`src/hw/brc_pkg.sv`:
```
`default_nettype none
// ****************************************************************
// Burst ROM area configuration constants and carriers
// ****************************************************************
package brc_pkg;
  localparam int          BRC_DATA_W       = 16;
  localparam logic [15:0] BRC_RESET_VALUE  = 16'h0000;
  // Writable bits; reserved 11, 10, 3, 2 are excluded
  localparam logic [15:0] BRC_WRITE_MASK   = 16'hF3F3;
  localparam int          BRC_A0_SEL_POS   = 15;
  localparam int          BRC_A0_CYC_POS   = 12;
  localparam int          BRC_A0_WRD_POS   = 8;
  localparam int          BRC_A1_SEL_POS   = 7;
  localparam int          BRC_A1_CYC_POS   = 4;
  localparam int          BRC_A1_WRD_POS   = 0;
  localparam int          BRC_CYC_W        = 3;
  localparam int          BRC_WRD_W        = 2;
  localparam int          BRC_BEATS_W      = 4;
  localparam int          BRC_WORDS_W      = 6;
  localparam logic [5:0]  BRC_MIN_WORDS    = 6'h04;

  // Interface kind applied to one area
  typedef enum logic [1:0] {
    BRC_IF_BASIC,
    BRC_IF_BYTE_SRAM,
    BRC_IF_BURST_ROM
  } brc_if_e;

  // Decoded settings of one area
  typedef struct packed {
    brc_if_e     if_kind;
    logic [3:0]  burst_cycles;
    logic [5:0]  burst_words;
  } brc_area_s;

  // Register write request
  typedef struct packed {
    logic        wr_en;
    logic [15:0] wr_data;
  } brc_wr_s;
endpackage
`default_nettype wire

```
`src/hw/brc_regs.sv`:
```
`default_nettype none
// ****************************************************************
// Burst ROM control register with decoded per-area settings
// ****************************************************************
// Overview of operation
// [RQ1] Bit 15 set selects burst ROM interface for area 0.
// [RQ2] Software clears area 0 byte SRAM select before setting burst ROM select.
// [RQ3] Bits 14:12 give area 0 burst cycle length, code plus one.
// [RQ4] Bits 9:8 give area 0 burst word limit: 4, 8, 16, 32.
// [RQ5] Bit 7 set selects burst ROM interface for area 1.
// [RQ6] Software clears area 1 byte SRAM select before setting burst ROM select.
// [RQ7] Bits 6:4 give area 1 burst cycle length, code plus one.
// [RQ8] Bits 1:0 give area 1 burst word limit: 4, 8, 16, 32.
// [RQ9] Reserved bits 11, 10, 3, 2 read zero and ignore writes.
// [RQ10] Reset clears every field to zero.
// [RQ11] Byte SRAM select makes the area use the byte SRAM interface.
// [RQ12] New settings apply only to accesses starting after the write.
module brc_regs
  import brc_pkg::*;
(
  // Clock and reset
  input  wire logic      clk,
  input  wire logic      rst_n,
  // Register port
  input  wire brc_wr_s   wr_req,
  output logic [15:0]    rd_data,
  // Byte SRAM selects from the SRAM mode register
  input  wire logic      area0_byte_sram_select,
  input  wire logic      area1_byte_sram_select,
  // Access start strobes from the external access sequencer
  input  wire logic      area0_access_start,
  input  wire logic      area1_access_start,
  // Settings latched for the running access
  output brc_area_s      area0_cfg,
  output brc_area_s      area1_cfg
);

  // ****************************************************************
  // State
  // ****************************************************************
  typedef struct packed {
    logic [15:0] burst_rom_control;
    brc_area_s   a0;
    brc_area_s   a1;
  } brc_state_s;

  brc_state_s st;
  brc_state_s next_st;

  // Decode one area from its raw fields
  function automatic brc_area_s decode_area(input logic sel, input logic byte_sel,
                                            input logic [2:0] cyc, input logic [1:0] wrd);
    brc_area_s a;
    if (sel)
      a.if_kind = BRC_IF_BURST_ROM;                                  // RQ1
    else if (byte_sel)
      a.if_kind = BRC_IF_BYTE_SRAM;                                  // RQ11
    else
      a.if_kind = BRC_IF_BASIC;
    a.burst_cycles = BRC_BEATS_W'({1'b0, cyc}) + 4'h1;               // RQ3
    a.burst_words  = BRC_MIN_WORDS << wrd;                           // RQ4
    return a;
  endfunction

  logic [15:0] r;
  assign r = st.burst_rom_control;

  // ****************************************************************
  // Next state
  // ****************************************************************
  // Settings are sampled only at access start so a write never
  // changes an access already under way
  always_comb
  begin
    next_st = st;
    if (wr_req.wr_en)
      next_st.burst_rom_control = wr_req.wr_data & BRC_WRITE_MASK;   // RQ9
    if (area0_access_start)                                          // RQ12
      next_st.a0 = decode_area(r[BRC_A0_SEL_POS], area0_byte_sram_select,
                               r[BRC_A0_CYC_POS +: BRC_CYC_W], r[BRC_A0_WRD_POS +: BRC_WRD_W]);
    if (area1_access_start)                                          // RQ12
      next_st.a1 = decode_area(r[BRC_A1_SEL_POS], area1_byte_sram_select,   // RQ5
                               r[BRC_A1_CYC_POS +: BRC_CYC_W], r[BRC_A1_WRD_POS +: BRC_WRD_W]); // RQ7 RQ8
  end

  // Register the state; reset gives basic interface, 1 cycle, 4 words
  always_ff @(posedge clk or negedge rst_n)
  begin
    if (!rst_n)
    begin
      st.burst_rom_control <= BRC_RESET_VALUE;                       // RQ10
      st.a0 <= '{BRC_IF_BASIC, 4'h1, BRC_MIN_WORDS};
      st.a1 <= '{BRC_IF_BASIC, 4'h1, BRC_MIN_WORDS};
    end
    else
      st <= next_st;
  end

  assign rd_data   = st.burst_rom_control;
  assign area0_cfg = st.a0;
  assign area1_cfg = st.a1;
endmodule // brc_regs
`default_nettype wire

```
`config.mk`:
```
export PLATFORM = sky130hd
export DESIGN_NAME = brc_regs
export DESIGN_NICKNAME = d
export VERILOG_FILES = /design/src/hw/brc_pkg.sv /design/src/hw/brc_regs.sv
export SDC_FILE = /design/constraint.sdc
export NUM_CORES = 1
export LEC_CHECK = 0
export BUFFER_PORTS_ARGS = -buffer_cell sky130_fd_sc_hd__buf_2
export CAP_MARGIN = 15
export CORE_ASPECT_RATIO = 0.5
export CORE_MARGIN = 5
export CORE_UTILIZATION = 40
export DETAILED_ROUTE_END_ITERATION = 6
export MAX_ROUTING_LAYER = met4
export PLACE_DENSITY = 0.7
export RECOVER_POWER = 100
export SLEW_MARGIN = 20
export SYNTH_ARGS = -nofsm -noshare
export SYNTH_HDL_FRONTEND = slang
export SYNTH_SLANG_ARGS = --single-unit
```
`constraint.sdc`:
```
create_clock -name clk -period 1.4 [get_ports clk]
set_input_delay 0.07 -clock clk [delete_from_list [all_inputs] [get_ports clk]]
set_output_delay 0.07 -clock clk [all_outputs]
set_load 0.05 [all_outputs]
```
=== Word level (Yosys, flattened, before mapping) ===
Index checks and enable logic that the tools add are counted.

* Order comparisons: 0
* Reduce and logical (&&, ||, !) cells: 0
* Multiply operators: 0
* Multiplexer cells: 4
* Equality and inequality tests: 0
* Add/subtract/negate cells: 2
* Shift-type cells: 2
* Divide/modulo/power cells: 0
* Bitwise gates (word level): 0

{| class="wikitable"
|+ Operators by type and width
! operator !! number
|-
| left shift 3 x 2 -> 6 bit, first input constant || 2
|-
| adder 3 x 1 -> 4 bit, second input constant || 2
|-
| two-way mux 2 bit || 2
|-
| two-way mux 1 bit || 2
|}

* Input port bits: 23
* Register bits after elaboration: 36
* Logic and storage cells: 15
* Latch bits: 0
* Memories: 0
* Memory bits (writable): 0
* Memory bits (read-only): 0
* Output and inout bits: 40

=== Longest topological paths before layout ===
* Depth in word-level cells: 2
* Mapped depth: 4
* Gate-level depth less buffers: 3

=== Worst setup path after synthesis ===
No wires, ideal clock.

* Path kind: reg2reg
* Start: reg st (netlist bit rd_data[4])
* End: reg st (netlist bit area1_cfg[7])
* Library setup time: 0.125 ns
* Stages on the path, launching flop included: 3
* Path buffers: 0
* Arrival: 1.213 ns
* Clock period less this slack: 1.338 ns
* Data required time: 1.275 ns
* Slack: 0.062 ns
* Cells stage by stage: dfrtp_1 ha_1 mux2_2

* Cells in the longest elaborated chain, start to end: 1

{| class="wikitable"
|+ RTL lines
! element !! line !! text
|-
| start: declaration || brc_regs.sv:47 || <nowiki>brc_state_s st;</nowiki>
|-
| start signal: assignment || brc_regs.sv:96 || <nowiki>st <= next_st;</nowiki>
|-
| adder 3 x 1 -> 4 bit || brc_regs.sv:60 || <nowiki>a.burst_cycles = BRC_BEATS_W'({1'b0, cyc}) + 4'h1;</nowiki>
|}

Every way passes these cells.
A chain may end at the register's enable or synchronous reset.

=== Worst setup path in the final report ===
* Start: reg st (netlist bit rd_data[6])
* End: out rd_data[6]

{| class="wikitable"
|+ RTL lines
! element !! line !! text
|-
| end: declaration || brc_regs.sv:26 || <nowiki>output logic [15:0] rd_data,</nowiki>
|}

No word-level cell between the ends.

==> flow_metrics.py <==
metrics = {
    "worst_setup_path": {
        "worst_r2r_path_depth": 2,
        "crit_arrival_ps": 1180,
        "critPathLaunchType": "flop",
        "critPathSlowestCell": "buf_1",
        "end_kind": "output port",
        "critPathTopFamily": "buffers and inverters",
        "cp_data_required_time_ps": 1330,
        "critPathMaxFanout": 4,
        "crit_type": "flop to output port",
        "crit_buf_inv": 1,
        "critPathMaxStageDelay_ps": 500,
        "crit_cells": 1,
        "crit_chain": "buf_1",
    },
    "floorplan": {
        "fp.dieH_microns": 52.0,
        "fp.dieW_microns": 93.9,
        "std_cell_rows": 15,
        "start_util_pct": 41.2,
        "core_sq_um": 3420,
        "io_pins": 63,
        "die_area_sq_um": 4880,
    },
    "global_route": {
        "gr-usage-met3_pct": 4.77,
        "grt_use_met1_pct": 14.4,
        "antenna_found_initial": 0,
        "grt_pass1_wl_mm": 4.51,
        "grt_busiest_layer": "met2",
        "grtUsageTotal_pct": 12.8,
        "grt_max_degree": 33,
        "gr-usage-met2_pct": 20.2,
        "globalRouteOverflowTotal": 0,
        "grt_pass1_vias": 938,
    },
    "cells_and_area": {
        "fin_util_pct": 49.3,
        "syn_to_final_growth_pct": 19.6,
        "final_common_cell": "dfrtp_1",
        "final_cell_area_sq_um": 1690,
        "num-nets-final": 185,
        "stdcell_count": 212,
        "diodes": 0,
        "fillers": 359,
        "layout_common_cells": "dfrtp_1 (28), clkbuf_1 (22), buf_2 (17), inv_1 (12), clkbuf_2 (11)",
        "drive_gt1_share_pct": 28.6,
    },
    "drt": {
        "drt-total-wl_mm": 2.63,
        "wl_per_cell_microns": 12.4,
        "ant_nets": 0,
        "first_pass_iters": 2,
        "drtIter0Drc": 42,
        "viasPerCell": 4.32,
        "drc": 0,
        "dr_total_vias": 915,
    },
    "yosys": {
        "yosysWarnings": 0,
        "synth.avg_cell_area_sq_um": 13.0,
        "yosys.area.top_type": "dfrtp_1",
        "syn_area_sq_um": 1410,
        "synth.area.top_cells": "dfrtp_1 (50%), mux2_4 (11%), dfstp_2 (7.5%), mux2_2 (6.4%), buf_4 (5.3%)",
        "syn_inst": 108,
        "yosysSeqAreaShare_pct": 57.2,
        "synth-seq-cells": 32,
        "yosysUniqueCellTypes": 18,
        "yosysTopAreaCellShare_pct": 49.7,
    },
    "cts": {
        "root_buffer": "clkbuf_8",
        "clock_latency_ps": 280,
        "cts_max_level": 2,
        "clk_path_buf_depth": 2,
        "clkSlewWorstSetupHoldPaths_ps": 70,
        "cts.sinks": 32,
        "hold_buffers": 1,
        "tritoncts": "built",
        "cts_resized": 0,
        "postCtsSetupBuffers": 0,
        "cts_buffers": 5,
    },
    "place": {
        "pre_cts_ws_ps": 306,
        "port_buffers": 50,
        "hpwl_mm": 1.90,
        "dp_cells": 203,
        "placed_area_sq_um": 1640,
        "place_congestion": 0.723,
    },
    "timing": {
        "fmax_mhz": 799,
        "whs_ps": -1.32,
        "hold_viol_final": 1,
        "postLayoutSetupSlackWorst_ps": 149,
        "slew_headroom_pct": 49.2,
        "finalSetupViolations": 0,
        "fin_crit_sh_pct": 89.4,
        "rsz0062_at_grt": "false",
        "slew_viol_final": 0,
        "fin_skew_ps": 6.29,
        "min_period_ps": 1250,
        "worst_pin_slew_ps": 762,
        "timing.setup.tns_ps": 0,
    },
    "flow_run": {
        "timing.max_cap.violations": 0,
    },
    "power": {
        "ir_drop_mv": 0.534,
        "powerDensity_nw_per_um2": 1590,
        "power.leakage_nw": 0.780,
        "power_mw": 2.68,
    },
    "hold_path": {
        "hp-class": "input pin to flop",
        "holdPathStages": 2,
    },
    "run_status": {
        "status": "finished, violations left",
        "violations": "negative hold slack",
    },
}
[logic make-up (layout without fill, tap and decap cells)]
logic type                 count (synthesis)  count (layout)  synth area share [%]
xor gates and xnor gates                   2               2                  1.24
muxes                                     20              20                  18.5
adders and majority gates                  2               2                  1.78
and+or+nand+nor                           14              14                  5.86
AOI/OAI and AO/OA                         12              12                  4.26
DFF                                       32              32                  57.2
other                                      1               8                 0.266
buffers and inverters                     25              71                  10.9
[routing by layer]
layer  share of wire [%]  up-vias
li1                    -      445
met1                  41      438
met2                  50       25
met3                 6.4        7
met4                 2.2        0
met5                   0        -
[synthesized netlist by cell type (all sizes together)]
cell type / number
xnor2: 2
nand3b: 6
mux2: 18
ha: 2
dfstp: 4
dfrtp: 28
inv: 12
o21ai: 10
nand3: 2
conb: 1
nor2: 4
buf: 13
a21oi: 2
nand4: 2
mux2i: 2
[where the power goes]
part	leakage, nW	total, mW	switching, mW	internal [mW]
Combinational	0.347	0.766	0.604	0.163
Sequential	0.382	1.14	0.0835	1.05
Clock	0.0515	0.775	0.327	0.448
[flip-flops by register name (all words and copies together), names as in the netlist]
signal	cells
area0_cfg	10
area1_cfg	10
rd_data	12
[final timing paths]
kind / slack (ps) / endpoint / start
setup / recovery: 150 / rd_data[6] / rd_data[6]
hold / removal: -1 / rd_data[14] / wr_req[14]
setup reg to reg: 280 / area0_cfg[7] / rd_data[12]
hold reg to reg: 470 / area0_cfg[6] / area0_cfg[6]
max in group asynchronous: 520 / area1_cfg[4] / rst_n
min in group asynchronous: 390 / area0_cfg[4] / rst_n
[layout make-up]
cell class              instances  area (sq um)  share of cell area (%)
clock buffers                   8           100                    5.94
multi-input cells              58           438                    26.0
well taps                      51          63.8                    3.79
repair buffers                 51           233                    13.8
inverters                      12          45.0                    2.67
flip-flops and latches         32           806                    47.8
(Power assumes the default switching activity.)
